<file path="src/rtl/sbcscp_pkg.sv">
package sbcscp_pkg;

    // ------------------------------------------------------------
    // Word layout
    // ------------------------------------------------------------
    localparam int WORD_W      = 16;
    localparam int WD_POS      = 15;  // Watchdog trigger bit, first in
    localparam int MODE_HI     = 14;
    localparam int MODE_LO     = 12;
    localparam int SEL_HI      = 11;
    localparam int SEL_LO      = 9;
    localparam int DATA_W      = 9;   // Payload below the select field
    localparam int FERR_POS    = 15;  // Frame error bit, first out
    localparam int HDR_BITS    = 7;   // Bits before the payload

    // ------------------------------------------------------------
    // Codes and reset values
    // ------------------------------------------------------------
    localparam logic [2:0]  MODE_INVALID = 3'h0;
    localparam logic [2:0]  MODE_READ    = 3'h7;
    localparam logic [2:0]  SEL_INT_LAST = 3'h2;   // Selects 0..2 are interrupt regs
    localparam logic [15:0] WORD_RESET   = 16'h0000;
    localparam logic [3:0]  CNT_RESET    = 4'h0;
    localparam logic [3:0]  CNT_HDR      = 4'h7;
    localparam logic [2:0]  SYNC_RESET   = 3'h7;   // Idle: deselected, clock high

    // Frame sequencer states
    typedef enum logic [1:0] {
        ST_IDLE  = 2'b00,
        ST_FRAME = 2'b01,
        ST_CHECK = 2'b10
    } sbcscp_state_type;

endpackage : sbcscp_pkg

</file>
<file path="src/rtl/sbcscp_buffer.sv">
`timescale 1ns/1ps
`default_nettype none
module sbcscp_buffer #(
    parameter int WIDTH = 16
) (
    input  wire logic             i_clk,       // System clock
    input  wire logic             i_resetn,    // Async reset, active low
    input  wire logic             i_in_valid,  // Word offered
    output logic                  o_in_ready,  // Room for a word
    input  wire logic [WIDTH-1:0] i_in_data,   // Word in
    output logic                  o_out_valid, // Head word present
    input  wire logic             i_out_ready, // Consumer takes head
    output logic      [WIDTH-1:0] o_out_data   // Head word, registered
);
    logic [WIDTH-1:0] tail;
    logic             tail_valid;
    logic             push;
    logic             pop;

    // Room only while the tail slot is free
    assign o_in_ready = !tail_valid;
    assign push       = i_in_valid && !tail_valid;
    assign pop        = o_out_valid && i_out_ready;

    // Head and tail slots, head always the oldest word
    always_ff @(posedge i_clk or negedge i_resetn) begin
        if (!i_resetn) begin
            o_out_data  <= '0;
            o_out_valid <= 1'b0;
            tail        <= '0;
            tail_valid  <= 1'b0;
        end else if (pop) begin
            if (tail_valid) begin
                o_out_data <= tail;
                tail_valid <= 1'b0;
            end else begin
                o_out_valid <= push;
                if (push) begin
                    o_out_data <= i_in_data;
                end
            end
        end else if (push) begin
            if (!o_out_valid) begin
                o_out_data  <= i_in_data;
                o_out_valid <= 1'b1;
            end else begin
                tail       <= i_in_data;
                tail_valid <= 1'b1;
            end
        end
    end
endmodule // sbcscp_buffer
`default_nettype wire

</file>
<file path="src/rtl/sbcscp_serial_port.sv">
`timescale 1ns/1ps
`default_nettype none
module sbcscp_serial_port (
    input  wire logic                          i_clk,            // 10 MHz clock
    input  wire logic                          i_resetn,         // Async reset, low
    input  wire logic                          i_chip_select_n,  // Frame select pin
    input  wire logic                          i_sclk,           // Serial clock pin
    input  wire logic                          i_sdi,            // Serial data in pin
    output logic                               o_sdo,            // Serial data out
    output logic                               o_sdo_oe,         // Drive enable for sdo
    input  wire logic [sbcscp_pkg::WORD_W-1:0] i_status_word,    // Chip response word
    input  wire logic [7:0]                    i_allowed_modes,  // Permitted targets
    input  wire logic [sbcscp_pkg::DATA_W-1:0] i_reg_data,       // Selected reg content
    input  wire logic                          i_int_inhibit,    // Fail irq masked
    output logic      [2:0]                    o_reg_sel,        // Register to read
    output logic                               o_int_clear,      // Clear irq bits pulse
    output logic                               o_spi_fail,       // Sticky command fail
    output logic                               o_int_req,        // Fail irq pulse
    output logic                               o_frame_error,    // Last frame miscount
    output logic                               o_ctrl_valid,     // Control word ready
    input  wire logic                          i_ctrl_ready,     // Chip takes word
    output logic      [sbcscp_pkg::WORD_W-1:0] o_ctrl_word       // New control word
);
    import sbcscp_pkg::*;

    // ------------------------------------------------------------
    // Pin sampling
    // ------------------------------------------------------------
    logic [2:0] pins_s;
    logic       csn_s;
    logic       sclk_s;
    logic       sdi_s;
    logic       csn_d;
    logic       sclk_d;

    // Pins pass four flops before use
    sbcscp_sync #(
        .WIDTH (3),
        .INIT  (SYNC_RESET)
    ) u_sync (
        .i_clk    (i_clk),
        .i_resetn (i_resetn),
        .i_async  ({i_chip_select_n, i_sclk, i_sdi}),
        .o_stable (pins_s)
    );

    assign csn_s  = pins_s[2];
    assign sclk_s = pins_s[1];
    assign sdi_s  = pins_s[0];

    // Previous values for edge finding
    always_ff @(posedge i_clk or negedge i_resetn) begin
        if (!i_resetn) begin
            csn_d  <= 1'b1;
            sclk_d <= 1'b1;
        end else begin
            csn_d  <= csn_s;
            sclk_d <= sclk_s;
        end
    end

    logic cs_fall;
    logic cs_rise;
    logic sclk_fall;
    logic sclk_rise;

    // Clock edges only count inside a frame
    assign cs_fall   = csn_d && !csn_s;
    assign cs_rise   = !csn_d && csn_s;
    assign sclk_fall = !csn_s && sclk_d && !sclk_s;
    assign sclk_rise = !csn_s && !sclk_d && sclk_s;

    // ------------------------------------------------------------
    // Frame sequencer
    // ------------------------------------------------------------
    sbcscp_state_type state;
    sbcscp_state_type next_state;

    // Idle until selected, frame until released, one cycle to judge
    always_comb begin
        next_state = state;
        case (state)
            ST_IDLE: begin
                if (cs_fall) begin
                    next_state = ST_FRAME;
                end
            end
            ST_FRAME: begin
                if (cs_rise) begin
                    next_state = ST_CHECK;
                end
            end
            ST_CHECK: begin
                next_state = ST_IDLE;
            end
            default: begin
                next_state = ST_IDLE;
            end
        endcase
    end

    // State register
    always_ff @(posedge i_clk or negedge i_resetn) begin
        if (!i_resetn) begin
            state <= ST_IDLE;
        end else begin
            state <= next_state;
        end
    end

    // ------------------------------------------------------------
    // Receive path
    // ------------------------------------------------------------
    logic [WORD_W-1:0] in_sr;
    logic [3:0]        bit_cnt;
    logic              any_clk;

    // Shift in on falling edges; fresh start at each select
    always_ff @(posedge i_clk or negedge i_resetn) begin
        if (!i_resetn) begin
            in_sr   <= WORD_RESET;
            bit_cnt <= CNT_RESET;
            any_clk <= 1'b0;
        end else if (cs_fall) begin
            in_sr   <= WORD_RESET;
            bit_cnt <= CNT_RESET;
            any_clk <= 1'b0;
        end else if (sclk_fall && state == ST_FRAME) begin
            in_sr   <= {in_sr[WORD_W-2:0], sdi_s};
            bit_cnt <= bit_cnt + 4'h1;
            any_clk <= 1'b1;
        end
    end

    // Field views of the received word
    logic [2:0] mode_select_field;
    logic [2:0] register_select_field;
    logic       count_ok;

    assign mode_select_field     = in_sr[MODE_HI:MODE_LO];
    assign register_select_field = in_sr[SEL_HI:SEL_LO];
    // Whole words only: a multiple of sixteen edges, at least one word
    assign count_ok = any_clk && (bit_cnt == CNT_RESET);

    // ------------------------------------------------------------
    // Read-only access within the frame
    // ------------------------------------------------------------
    logic hdr_seen;
    logic read_frame;
    logic load_data;

    // Header complete once seven bits are in; load_data is a one-cycle strobe
    always_ff @(posedge i_clk or negedge i_resetn) begin
        if (!i_resetn) begin
            hdr_seen   <= 1'b0;
            read_frame <= 1'b0;
            load_data  <= 1'b0;
            o_reg_sel  <= 3'h0;
        end else if (cs_fall) begin
            hdr_seen   <= 1'b0;
            read_frame <= 1'b0;
            load_data  <= 1'b0;
        end else if (!hdr_seen && any_clk && bit_cnt == CNT_HDR) begin
            hdr_seen <= 1'b1;
            // Mode and select sit in the low six bits while the header settles
            if (in_sr[MODE_HI-SEL_LO:MODE_LO-SEL_LO] == MODE_READ) begin
                read_frame <= 1'b1;
                load_data  <= 1'b1;
                o_reg_sel  <= in_sr[SEL_HI-SEL_LO:0];
            end
        end else begin
            load_data <= 1'b0;
        end
    end

    // ------------------------------------------------------------
    // Command judgement at deselect
    // ------------------------------------------------------------
    logic judge;
    logic is_read;
    logic reject;
    logic buf_ready;

    assign judge   = (state == ST_CHECK);
    assign is_read = (mode_select_field == MODE_READ);

    // Wrong count, invalid mode, forbidden transition, no room
    always_comb begin
        reject = 1'b0;
        if (!count_ok) begin
            reject = 1'b1;
        end else if (mode_select_field == MODE_INVALID) begin
            reject = 1'b1;
        end else if (!is_read) begin
            if (!i_allowed_modes[mode_select_field]) begin
                reject = 1'b1;
            end else if (!buf_ready) begin
                reject = 1'b1;
            end
        end
    end

    logic push;
    // Accepted write commands become the control word; reads write nothing
    assign push = judge && !reject && !is_read;

    sbcscp_buffer #(
        .WIDTH (WORD_W)
    ) u_buffer (
        .i_clk       (i_clk),
        .i_resetn    (i_resetn),
        .i_in_valid  (push),
        .o_in_ready  (buf_ready),
        .i_in_data   (in_sr),
        .o_out_valid (o_ctrl_valid),
        .i_out_ready (i_ctrl_ready),
        .o_out_data  (o_ctrl_word)
    );

    // ------------------------------------------------------------
    // Failure flags and interrupt
    // ------------------------------------------------------------
    logic fail_clear;
    logic repeat_next;

    // A good read of the failure register clears the fail bit
    assign fail_clear = o_int_clear && (o_reg_sel == SEL_INT_LAST);

    // Fail bit is sticky; a new rejection wins over a clear
    always_ff @(posedge i_clk or negedge i_resetn) begin
        if (!i_resetn) begin
            o_spi_fail <= 1'b0;
        end else if (judge && reject) begin
            o_spi_fail <= 1'b1;
        end else if (fail_clear) begin
            o_spi_fail <= 1'b0;
        end
    end

    // One-cycle pulses from the judgement
    always_ff @(posedge i_clk or negedge i_resetn) begin
        if (!i_resetn) begin
            o_int_req   <= 1'b0;
            o_int_clear <= 1'b0;
        end else begin
            o_int_req   <= judge && reject && !i_int_inhibit;
            o_int_clear <= judge && !reject && is_read && read_frame
                           && (o_reg_sel <= SEL_INT_LAST);
        end
    end

    // Remember miscount and rejection for the next frame
    always_ff @(posedge i_clk or negedge i_resetn) begin
        if (!i_resetn) begin
            o_frame_error <= 1'b0;
            repeat_next   <= 1'b0;
        end else if (judge) begin
            o_frame_error <= !count_ok;
            repeat_next   <= reject;
        end
    end

    // ------------------------------------------------------------
    // Transmit path
    // ------------------------------------------------------------
    logic [WORD_W-1:0] out_sr;
    logic [WORD_W-1:0] last_tx;
    logic [WORD_W-1:0] next_word;

    // Fresh status, or the former word again after a rejection
    always_comb begin
        if (repeat_next) begin
            next_word = last_tx;
        end else begin
            next_word = i_status_word;
        end
        next_word[FERR_POS] = o_frame_error;
    end

    // Load at select, shift after rising edges, patch in read data
    always_ff @(posedge i_clk or negedge i_resetn) begin
        if (!i_resetn) begin
            out_sr  <= WORD_RESET;
            last_tx <= WORD_RESET;
        end else if (cs_fall) begin
            out_sr  <= next_word;
            last_tx <= next_word;
        end else if (sclk_rise && state == ST_FRAME) begin
            out_sr <= {out_sr[WORD_W-2:0], 1'b0};
        end else if (load_data) begin
            // Last header bit is on the pin; the payload is the next nine out
            out_sr[WORD_W-2 -: DATA_W] <= i_reg_data;
            last_tx[DATA_W-1:0]        <= i_reg_data;
        end
    end

    // Pin drive: only the own word; first bit straight from the load, no stale bit
    always_ff @(posedge i_clk or negedge i_resetn) begin
        if (!i_resetn) begin
            o_sdo    <= 1'b0;
            o_sdo_oe <= 1'b0;
        end else begin
            if (cs_fall) begin
                o_sdo <= next_word[WORD_W-1];
            end else begin
                o_sdo <= out_sr[WORD_W-1];
            end
            o_sdo_oe <= !csn_s;
        end
    end

endmodule // sbcscp_serial_port
`default_nettype wire

</file>
<file path="src/rtl/sbcscp_sync.sv">
`timescale 1ns/1ps
`default_nettype none
module sbcscp_sync #(
    parameter int             WIDTH = 3,
    parameter logic [WIDTH-1:0] INIT = '0
) (
    input  wire logic             i_clk,    // System clock
    input  wire logic             i_resetn, // Async reset, active low
    input  wire logic [WIDTH-1:0] i_async,  // Pins from outside the domain
    output logic      [WIDTH-1:0] o_stable  // Value once stages two and three agree
);
    logic [WIDTH-1:0] stage1;
    logic [WIDTH-1:0] stage2;
    logic [WIDTH-1:0] stage3;

    // Three flop chain; stage1 feeds stage2 only
    always_ff @(posedge i_clk or negedge i_resetn) begin
        if (!i_resetn) begin
            stage1 <= INIT;
            stage2 <= INIT;
            stage3 <= INIT;
        end else begin
            stage1 <= i_async;
            stage2 <= stage1;
            stage3 <= stage2;
        end
    end

    // Per bit, accept a change only when the later stages agree
    always_ff @(posedge i_clk or negedge i_resetn) begin
        if (!i_resetn) begin
            o_stable <= INIT;
        end else begin
            for (int i = 0; i < WIDTH; i++) begin
                if (stage2[i] == stage3[i]) begin
                    o_stable[i] <= stage3[i];
                end
            end
        end
    end
endmodule // sbcscp_sync
`default_nettype wire

</file>
<file path="config.mk">
export PLATFORM = sky130hd
export DESIGN_NAME = sbcscp_serial_port
export DESIGN_NICKNAME = d
export VERILOG_FILES = /design/src/rtl/sbcscp_pkg.sv /design/src/rtl/sbcscp_buffer.sv /design/src/rtl/sbcscp_serial_port.sv /design/src/rtl/sbcscp_sync.sv
export SDC_FILE = /design/constraint.sdc
export NUM_CORES = 1
export LEC_CHECK = 0
export ABC_AREA = 1
export BUFFER_PORTS_ARGS = -buffer_cell sky130_fd_sc_hd__buf_4
export CAP_MARGIN = 20
export CELL_PAD_IN_SITES_DETAIL_PLACEMENT = 2
export CELL_PAD_IN_SITES_GLOBAL_PLACEMENT = 2
export CORE_MARGIN = 3
export CORE_UTILIZATION = 36
export CTS_BUF_LIST = sky130_fd_sc_hd__clkbuf_8
export DETAILED_ROUTE_END_ITERATION = 16
export PLACE_DENSITY_LB_ADDON = 0.1
export SLEW_MARGIN = 20
export SYNTH_ARGS = -nofsm -noshare
export SYNTH_HDL_FRONTEND = slang
export SYNTH_HIERARCHICAL = 1
export SYNTH_SLANG_ARGS = --single-unit
</file>
<file path="constraint.sdc">
create_clock -name i_clk -period 2 [get_ports i_clk]
set_input_delay 0.1 -clock i_clk [delete_from_list [all_inputs] [get_ports i_clk]]
set_output_delay 0.1 -clock i_clk [all_outputs]
set_load 0.02 [all_outputs]
</file>
* Word-level counts from Yosys, hierarchy flattened
Index checks and enable logic that the tools add are counted.
** Storage, ports and cells
- Flip-flop bits (word level) :: 115
- Input bits :: 40
- Output and inout port bits :: 26
- Logic and storage cells :: 148
** Cells by class
- Add/sub/neg operators :: 1
- Order comparisons :: 2
- Eq/ne operators :: 15
- Muxes and demuxes :: 45
- Bitwise logic cells :: 2
- Reductions and logical operators :: 52
** Operators with widths (count)
- 16-bit 2-to-1 mux :: 8
- 9-bit 2-to-1 mux :: 4
- 1-bit 2-to-1 mux :: 25
- 1-bit logical AND :: 21
- 2-bit nonzero test :: 9
- 15-bit 2-to-1 mux :: 1
- 1-bit zero test :: 10
- 2-bit != test, second input constant :: 5
- 2-bit AND reduction :: 5
- 3-bit AND reduction :: 3
- 4-bit 2-to-1 mux :: 2
- 3-bit equality test, second input constant :: 2
- 6-bit 2-to-1 mux :: 1
- 4-bit by 1-bit adder with 4-bit output, second input constant :: 1
- 4-bit by 3-bit equality test with 1-bit output, second input constant :: 1
- 4-bit zero test :: 1
- 3-bit by 4-bit less-than comparator with 1-bit output, second input constant :: 1
- 2-bit 2-to-1 mux :: 2
- 2-bit one-hot mux with 2 select lines :: 1
- 1-bit binary-select mux with 3-bit select :: 1
- 1-bit equality test :: 3
- 3-bit by 2-bit equality test with 1-bit output, second input constant :: 1
- 3-bit by 2-bit <= comparator with 1-bit output, second input constant :: 1
- 3-bit zero test :: 1
- other kinds (6) :: 7

* Depth between registers and ports, before layout
Gate-level depths: netlist of run 1.
- Depth in word-level cells :: 13
- Mapped depth :: 15

* Hierarchy
The synthesis of run 1 kept the hierarchy.
** Modules (own cells, without submodules)
- sbcscp_serial_port :: times used 1, cells an instance 378, area an instance 3203.1 sq um, sequential area each 1729.2 sq um
- sbcscp_buffer :: times used 1, cells an instance 205, area an instance 1686.6 sq um, sequential area each 850.8 sq um
- sbcscp_sync :: times used 1, cells an instance 24, area an instance 364.1 sq um, sequential area each 315.3 sq um

* Worst setup path after synthesis of run 1
Ideal clock, no wire load.
- Path type :: flip-flop to flip-flop
- From :: reg in_sr[12]
- To :: reg u_buffer.o_out_data[10]
- Library setup time :: 116 ps
- Data arrival time :: 1562 ps
- Required time :: 1884 ps
- Path slack :: 322 ps
- Cell stages (with the launch flop) :: 16
- Path buffers :: 1
- Cells stage by stage :: dfrtp_1 > nor2_1 > nand2_1 > nand2_1 > nand2_1 > nand3_1 > nand2_1 > nand2_1 > nand4_1 > inv_1 > nand2_2 > nand2_1 > nand2_4 > buf_6 > nand2_1 > nand2_1
** Between the ends
- Longest elaborated chain between the ends :: 12
- Elaborated cells between the ends (all ways) :: 16
** RTL lines
- from (decl) :: RTL line sbcscp_serial_port.sv:114 : logic [WORD_W-1:0] in_sr;
- from (signal assigned) :: RTL line sbcscp_serial_port.sv:129 : in_sr <= {in_sr[WORD_W-2:0], sdi_s};
- 1-bit binary-select mux with 3-bit select :: RTL line sbcscp_serial_port.sv:195 : if (!i_allowed_modes[mode_select_field]) begin
- 1-bit 2-to-1 mux (implied by the code) :: RTL line sbcscp_serial_port.sv:195
- 1-bit 2-to-1 mux :: RTL line sbcscp_serial_port.sv:195
- 1-bit 2-to-1 mux :: RTL line sbcscp_serial_port.sv:194 : end else if (!is_read) begin
- 1-bit 2-to-1 mux :: RTL line sbcscp_serial_port.sv:192 : end else if (mode_select_field == MODE_INVALID) begin
- 1-bit 2-to-1 mux :: RTL line sbcscp_serial_port.sv:190 : if (!count_ok) begin
- 1-bit zero test :: RTL line sbcscp_serial_port.sv:205 : assign push = judge && !reject && !is_read;
- 1-bit logical AND :: RTL line sbcscp_serial_port.sv:205
- 1-bit logical AND (*) :: RTL line sbcscp_serial_port.sv:205
- named net push :: RTL line sbcscp_serial_port.sv:203 : logic push;
- 1-bit logical AND (*) :: RTL line sbcscp_buffer.sv:22 : assign push = i_in_valid && !tail_valid;
- 2-bit nonzero test (no source line)
- 3-bit AND reduction (no source line) (*)
- to (signal assigned) :: RTL line sbcscp_buffer.sv:34 : o_out_data <= tail;
- to (signal assigned) :: RTL line sbcscp_buffer.sv:39 : o_out_data <= i_in_data;
- to (signal assigned) :: RTL line sbcscp_buffer.sv:44 : o_out_data <= i_in_data;
- to (decl) :: RTL line sbcscp_buffer.sv:13 : output logic [WIDTH-1:0] o_out_data
Mark *: on every way through the listed nets, which the timed path passes. The rest lies on a longest branch. The select of a mux whose other input is x is not followed.
A chain may end at the register's enable or synchronous reset.

* Worst setup path after layout of run 1
- From :: reg in_sr[13]
- To :: reg u_buffer.o_out_data[15]
The elaborated chain is that of the path after synthesis.

==> results_dict.tcl, run 1 <==
set metrics [dict create \
    worst_pin_slew_ps 572 \
    layout-area-overhead-vs-synth_pct 29.0 \
    worstSetupStartpoint "in_sr[13]" \
    timing.critical_path.to "u_buffer/o_out_data[15]" \
    dieArea_um2 16100 \
    num_io_pins 66 \
    clock_tree.htree_level_count 4 \
    drt_wl_total_um 16100 \
    via_per_inst 5.11 \
    std_cell_rows 43 \
    grt_overflow_total 0 \
    final_min_period_over_clock_period 0.999 \
    layout-drive-gt1-share 0.258 \
    floorplan.die.height_um 127 \
    slew-limit-headroom 0.619 \
    cts_made_buffers 17 \
    place.detailed.hpwl_um 10100 \
    worst_path_dominant_cell_family "simple AND/OR/NAND/NOR gates" \
    pwr_cell_area_nw_per_um2 909 \
    rr_worst_depth 14 \
    cts_root_buffer "sky130_fd_sc_hd__clkbuf_8" \
    finalNonFillerCells 906 \
    register_area_um2 2900 \
    core-area_um2 14100 \
    timing_hold_violations_final 0 \
    via_count 4626 \
    hold_removal_path_class "in2reg" \
    timing.critical_path.from_type "flop" \
    timing.critical_path.arrival_ps 2370 \
    clkLatencyLatePin_ps 440 \
    total_leakage_power_nw 3.33 \
    cp_max_fo 8 \
    crit_buf_inv 2 \
    max-cap-violations 0 \
    grt_pass1_wl_um 27000 \
    unrepaired_setup_endpoints_after_global_routing "true" \
    finalHoldWorstSlack_ps 32.6 \
    finish.instance_area_um2 6780 \
    finalSetupTns_ps 0 \
    largest_net_degree_at_the_start_of_global_routing 43 \
    worst_clock_skew_ps 7.54 \
    globalRouteTotalUtil 0.211 \
    crit_path_cell_trace "nor2_4, nand2_1, nand2_1, nand2_1, nand3_2, nand2_2, nand2_2, nand4_1, inv_2, nand2_4, a21oi_4, clkbuf_16, nand2_1, nand2_1" \
    post_synthesis_sequential_area_ratio 0.551 \
    gp_routability_congestion 0.761 \
    detailed_place.area_um2 5930 \
    detail_route.wl_per_cell_um 17.8 \
    drt-pass1-iter-count 5 \
    grt_antenna_before_repair 0 \
    synthDistinctLibCells 33 \
    utilization 0.481 \
    dp_cells 843 \
    syn-instance-count 607 \
    synth_warnings 6 \
    remaining_drc_errors 0 \
    end_kind "flop" \
    status "complete, no violations" \
    setup_viol 0 \
    hold_depth 3 \
    finalMaxSlewViolations 0 \
    r2r_end "u_buffer/o_out_data[15]" \
    regToRegStartpoint "in_sr[13]" \
    finish.net_count 755 \
    slack_of_the_worst_reg_to_reg_path_ps 2 \
    ir_drop_mv 0.443 \
    num-fill-cells 1530 \
    mappedNetlistNets 649 \
    portBuffers 62 \
    drtAntennaViolNets 0 \
    cts_sinks 115 \
    crit_required_ps 2380 \
    achievable_frequency_mhz 501 \
    antenna_diodes 0 \
    worst_path_most_repeated_cell "sky130_fd_sc_hd__nand2_1" \
    clock_tree_from_tritoncts "done" \
    clockBufferDepth 2 \
    post_synth.cell_area_avg_um2 8.66 \
    ys_seq_elements 115 \
    initial_utilization 0.373 \
    critPathSlowestCell "sky130_fd_sc_hd__dfrtp_2" \
    mappedNetlistArea_um2 5250 \
    setup.worst_path.class "reg2reg" \
    die-width_um 127 \
    cp_num_cells 14 \
    critPathMaxStageDelay_ps 460 \
    multiInputGateArea_um2 2040 \
    first_global_vias 5286 \
    fin_crit_ps 2000 \
    dr.first_iter.drc_count 165 \
    clkTransAtPathRegs_ps 80 \
]
synth_stat cells:
library cell,number,share of area
sky130_fd_sc_hd__nand2_4,3,0.0064
sky130_fd_sc_hd__nand3_2,1,0.0019
sky130_fd_sc_hd__o211ai_1,4,0.0057
sky130_fd_sc_hd__dfstp_2,14,0.070
sky130_fd_sc_hd__ha_1,2,0.0048
sky130_fd_sc_hd__nor2_2,2,0.0024
sky130_fd_sc_hd__buf_2,13,0.012
sky130_fd_sc_hd__inv_1,65,0.046
sky130_fd_sc_hd__nand2_2,2,0.0024
sky130_fd_sc_hd__buf_4,2,0.0029
sky130_fd_sc_hd__inv_2,5,0.0036
sky130_fd_sc_hd__nor3_1,3,0.0029
sky130_fd_sc_hd__o21ai_1,22,0.021
sky130_fd_sc_hd__o31ai_1,3,0.0043
sky130_fd_sc_hd__nand2_1,181,0.13
sky130_fd_sc_hd__buf_6,9,0.019
sky130_fd_sc_hd__nand3_4,3,0.010
sky130_fd_sc_hd__o211a_1,1,0.0019
sky130_fd_sc_hd__or2_2,1,0.0012
sky130_fd_sc_hd__a21oi_4,1,0.0031
sky130_fd_sc_hd__nor2_4,1,0.0021
sky130_fd_sc_hd__o2111ai_1,1,0.0017
sky130_fd_sc_hd__nor2_8,1,0.0038
sky130_fd_sc_hd__clkbuf_1,3,0.0021
sky130_fd_sc_hd__nor2_1,31,0.022
sky130_fd_sc_hd__a21oi_2,1,0.0017
sky130_fd_sc_hd__nand3_1,27,0.026
sky130_fd_sc_hd__o21ai_0,42,0.040
sky130_fd_sc_hd__dfrtp_1,101,0.48
sky130_fd_sc_hd__nand4_1,17,0.020
sky130_fd_sc_hd__a21oi_1,31,0.030
sky130_fd_sc_hd__a31oi_1,11,0.013
sky130_fd_sc_hd__o21ai_2,3,0.0050
worst register-to-register path, stage by stage, from the launching register on:
cell and delay, ps:
sky130_fd_sc_hd__dfrtp_2 460, sky130_fd_sc_hd__nor2_4 120, sky130_fd_sc_hd__nand2_1 60, sky130_fd_sc_hd__nand2_1 60, sky130_fd_sc_hd__nand2_1 60, sky130_fd_sc_hd__nand3_2 70, sky130_fd_sc_hd__nand2_2 70, sky130_fd_sc_hd__nand2_2 100
sky130_fd_sc_hd__nand4_1 150, sky130_fd_sc_hd__inv_2 150, sky130_fd_sc_hd__nand2_4 90, sky130_fd_sc_hd__a21oi_4 250, sky130_fd_sc_hd__clkbuf_16 190, sky130_fd_sc_hd__nand2_1 60, sky130_fd_sc_hd__nand2_1 60
where the power goes:
part / total [mW] / switching [mW] / leakage, nW / internal, mW
registers: 2.85 / 0.178 / 1.47 / 2.67
logic: 1.13 / 0.710 / 1.67 / 0.416
clock network: 2.19 / 1.07 / 0.193 / 1.12
total: 6.16 / 1.96 / 3.33 / 4.20
how the worst min path moves through the flow:
stage | start | to | slack (ps)
after floorplan | i_resetn | any_clk | -200
final | i_status_word[7] | last_tx[7] | 30
after CTS | i_status_word[7] | last_tx[7] | 7
after detailed placement | i_resetn | u_buffer/o_out_data[14] | 130
after global placement | i_resetn | u_buffer/o_out_data[13] | 120
after global routing | i_status_word[6] | last_tx[6] | 60
placed cells by master, fill, tap and decap left out, types with 4 or more instances in the layout:
master                          netlist  layout
sky130_fd_sc_hd__nand2_1            181     165
sky130_fd_sc_hd__dfrtp_1            101      99
sky130_fd_sc_hd__buf_4                2      84
sky130_fd_sc_hd__inv_1               65      62
sky130_fd_sc_hd__o21ai_0             42      38
sky130_fd_sc_hd__a21oi_1             31      31
sky130_fd_sc_hd__nor2_1              31      30
sky130_fd_sc_hd__nand3_1             27      26
sky130_fd_sc_hd__o21ai_1             22      25
sky130_fd_sc_hd__dlygate4sd3_1        0      22
sky130_fd_sc_hd__nand4_1             17      17
sky130_fd_sc_hd__clkbuf_8             0      17
sky130_fd_sc_hd__dfstp_2             14      14
sky130_fd_sc_hd__nand2_2              2      12
sky130_fd_sc_hd__a31oi_1             11      11
sky130_fd_sc_hd__nand2_4              3      10
sky130_fd_sc_hd__inv_2                5       8
sky130_fd_sc_hd__nand3_4              3       5
sky130_fd_sc_hd__o211ai_1             4       4
sky130_fd_sc_hd__o21ai_2              3       4
sky130_fd_sc_hd__clkinv_4             0       4
sky130_fd_sc_hd__buf_12               0       4
stage by stage:
stage | power [mW] | setup slack [ps]
final | 6.16 | 2.10
after global routing | 6.56 | -116
after CTS | 6.22 | 10.4
after detailed placement | 3.96 | -126
after global placement | 3.88 | 55.3
after floorplan | 3.53 | 322
routing by layer:
metal	GRT usage	wire, µm	up-vias
met2	0.391	8690	74
li1	-	-	2184
met4	0.0593	230	0
met1	0.244	6700	2349
met3	0.0438	463	19
met5	0	0	-
cell families (layout without fill, tap and decap cells):
group / Yosys count / count (layout) / synth area share
AOI/OAI and AO/OA: 120 / 120 / 0.127
adders and majority gates: 2 / 2 / 0.00476
buffers and inverters: 97 / 213 / 0.0867
DFF: 115 / 115 / 0.551
and+or+nand+nor: 273 / 276 / 0.231
registers in the layout, indices dropped and copies added, names as in the netlist, 2 cells and up:
signal               cells
state                    2
bit_cnt                  4
u_sync/stage2            3
u_sync/stage1            3
in_sr                   16
last_tx                 15
out_sr                  16
o_reg_sel                3
u_sync/stage3            3
u_sync/o_stable          3
u_buffer/o_out_data     16
u_buffer/tail           16
area by class of cell:
class	instances	area share
timing repair buffer	111	0.141
sequential	115	0.428
tap	180	0.0332
multi-input combinational	398	0.301
clock inverter	15	0.0235
inverter	70	0.0388
clock buffer	17	0.0345
what timing repair did:
item / 4_1_cts / 5_1_grt
cloned: 2 / 2
gates resized for setup: 10 / 29
hold endpoints to repair: 51 / 0
hold buffers: 22 / 0
buffers inserted: 2 / 3
pin swaps: 3 / 16
setup endpoints to repair: 32 / 32
Power figures use the tool's default switching activity.
==> run 2: changes to the inputs <==
--- a/config.mk
+++ b/config.mk
@@ -14,7 +14,7 @@
 export CORE_UTILIZATION = 36
 export CTS_BUF_LIST = sky130_fd_sc_hd__clkbuf_8
 export DETAILED_ROUTE_END_ITERATION = 16
-export PLACE_DENSITY_LB_ADDON = 0.1
+export PLACE_DENSITY = 0.8
 export SLEW_MARGIN = 20
 export SYNTH_ARGS = -nofsm -noshare
 export SYNTH_HDL_FRONTEND = slang
==> run 2 against run 1 <==
The flow now finishes with violations (negative setup slack). Worst hold slack gained 39 ps. Register-to-register slack got worse by 30 ps. Combinational power about the same. Sequential cell count unchanged. Fmax down 1.6%. Die area is the same. Critical path type unchanged.
==> results_dict.tcl, run 2 (synthesis results as in run 1) <==
set metrics [dict create \
    status "finished with violations" \
    failed_checks "negative setup slack" \
    achievable_frequency_mhz 492 \
    cts_sinks 115 \
    clock_tree_from_tritoncts "done" \
    dr.first_iter.drc_count 237 \
    via_per_inst 5.27 \
    slew-limit-headroom 0.679 \
    clock_tree.htree_level_count 4 \
    finalSetupTns_ps -32.1 \
    finalHoldWorstSlack_ps 71.4 \
    grt_use_met1 0.258 \
    timing.critical_path.arrival_ps 2340 \
    clockBufferDepth 2 \
    finish.net_count 754 \
    drtAntennaViolNets 0 \
    num-fill-cells 1553 \
    via_count 4772 \
    portBuffers 62 \
    first_global_vias 5372 \
    grt_busiest_layer "met2" \
    ir_drop_mv 0.462 \
    final_min_period_over_clock_period 1.02 \
    timing.critical_path.from_type "flop" \
    hold_removal_path_class "in2reg" \
    layout-area-overhead-vs-synth_pct 28.7 \
    std_cell_rows 43 \
    grt_pass1_wl_um 28400 \
    floorplan.die.height_um 127 \
    worst_pin_slew_ps 482 \
    num_io_pins 66 \
    worst_clock_skew_ps 16.6 \
    end_kind "flop" \
    grt_use_met2 0.408 \
    detail_route.wl_per_cell_um 19.9 \
    unrepaired_setup_endpoints_after_global_routing "true" \
    layout_commonest_cell "sky130_fd_sc_hd__nand2_1" \
    total_leakage_power_nw 3.27 \
    largest_net_degree_at_the_start_of_global_routing 73 \
    grt_use_met3 0.0493 \
    globalRouteTotalUtil 0.224 \
    setup_viol 2 \
    initial_utilization 0.373 \
    cts_root_buffer "sky130_fd_sc_hd__clkbuf_8" \
    cts_made_buffers 17 \
    max-cap-violations 0 \
    gp_routability_congestion 0.744 \
    drt_wl_total_um 18000 \
    finalWorstSetupSlack_ps -30.6 \
    finalMaxSlewViolations 0 \
    utilization 0.480 \
    remaining_drc_errors 0 \
    clkTransAtPathRegs_ps 70 \
    layout.cells.most_common_list "sky130_fd_sc_hd__nand2_1, sky130_fd_sc_hd__dfrtp_1, sky130_fd_sc_hd__buf_4, sky130_fd_sc_hd__inv_1, sky130_fd_sc_hd__o21ai_0" \
    core-area_um2 14100 \
    p_total_mw 6.37 \
    fin_crit_ps 2030 \
    layout-drive-gt1-share 0.247 \
    place.detailed.hpwl_um 10500 \
    drt-pass1-iter-count 6 \
    antenna_diodes 0 \
    grt_antenna_before_repair 0 \
    timing_hold_violations_final 0 \
    grt_overflow_total 0 \
    cp_max_fo 8 \
    setup.worst_path.class "reg2reg" \
    detailedPlace.worstSlack_ps -70.8 \
    clkLatencyLatePin_ps 450 \
    pwr_cell_area_nw_per_um2 943 \
    crit_required_ps 2310 \
    dieArea_um2 16100 \
    die-width_um 127 \
]
-- run 2: cell count changes in the layout (fill, tap and decap cells not counted), sizes merged --
cell	previous run	this run
inv	73	70
dlygate4sd3	22	24
nand3	33	35
clkbuf	18	21
bufinv	2	3
clkinvlp	3	1
buf	88	84
-- run 2: what timing repair did --
item	in CTS	in global routing
hold buffers	24	0
endpoints found under the hold margin	127	0
pin swaps	2	3
endpoints found under the setup margin	15	37
cloned	2	3
setup buffers	1	5
resized for setup	6	33
-- run 2: layer usage --
layer / vias to the layer above / part of all wire
li1: 2189 / -
met1: 2424 / 0.40
met2: 114 / 0.53
met3: 45 / 0.033
met4: 0 / 0.032
met5: - / 0
-- run 2: where the power goes --
group | total [mW] | internal (mW) | switching (mW)
Combinational | 1.16 | 0.409 | 0.752
Sequential | 2.87 | 2.67 | 0.201
Clock | 2.34 | 1.35 | 0.992
-- run 2: final timing paths --
path	startpoint	to	slack [ps]	depth (start not counted)
max reg2reg	in_sr[12]	u_buffer/tail[2]	-30	13
min reg2reg	u_sync/stage1[0]	u_sync/stage2[0]	360	0
min in group asynchronous	i_resetn	u_buffer/o_out_data[15]	260	3
max	in_sr[12]	u_buffer/tail[2]	-30	13
min	i_status_word[6]	last_tx[6]	70	3
max in group asynchronous	i_resetn	o_reg_sel[0]	1070	3
-- run 2: area by class of cell --
class,instances,area (µm²),share of cell area
inverters,70,267,0.0394
clock inverters,11,133,0.0196
repair buffers,108,912,0.135
well taps,180,225,0.0333
clock buffers,21,289,0.0428
multi-input cells,400,2040,0.301
flip-flops and latches,115,2900,0.429
-- run 2: per-stage QoR --
| step | instances | area, µm² |
|---|---|---|
| 2_1_floorplan | 607 | 5250 |
| 3_3_place_gp | 838 | 5900 |
| 3_5_place_dp | 838 | 5900 |
| 4_1_cts | 897 | 6600 |
| 5_1_grt | 905 | 6760 |
| 6_report | 905 | 6760 |
-- run 2: worst max-delay path, cell delays in order, from the launching register on --
cell and delay (ps):
sky130_fd_sc_hd__dfrtp_2 440, sky130_fd_sc_hd__nor2_2 140, sky130_fd_sc_hd__nand2_1 60, sky130_fd_sc_hd__nand2_1 80, sky130_fd_sc_hd__nand2_1 70, sky130_fd_sc_hd__nand3_1 90
sky130_fd_sc_hd__nand2_1 70, sky130_fd_sc_hd__nand2_2 100, sky130_fd_sc_hd__nand4_1 130, sky130_fd_sc_hd__inv_2 180, sky130_fd_sc_hd__buf_6 160, sky130_fd_sc_hd__nand3_4 150
sky130_fd_sc_hd__nand2_1 120, sky130_fd_sc_hd__o21ai_1 100
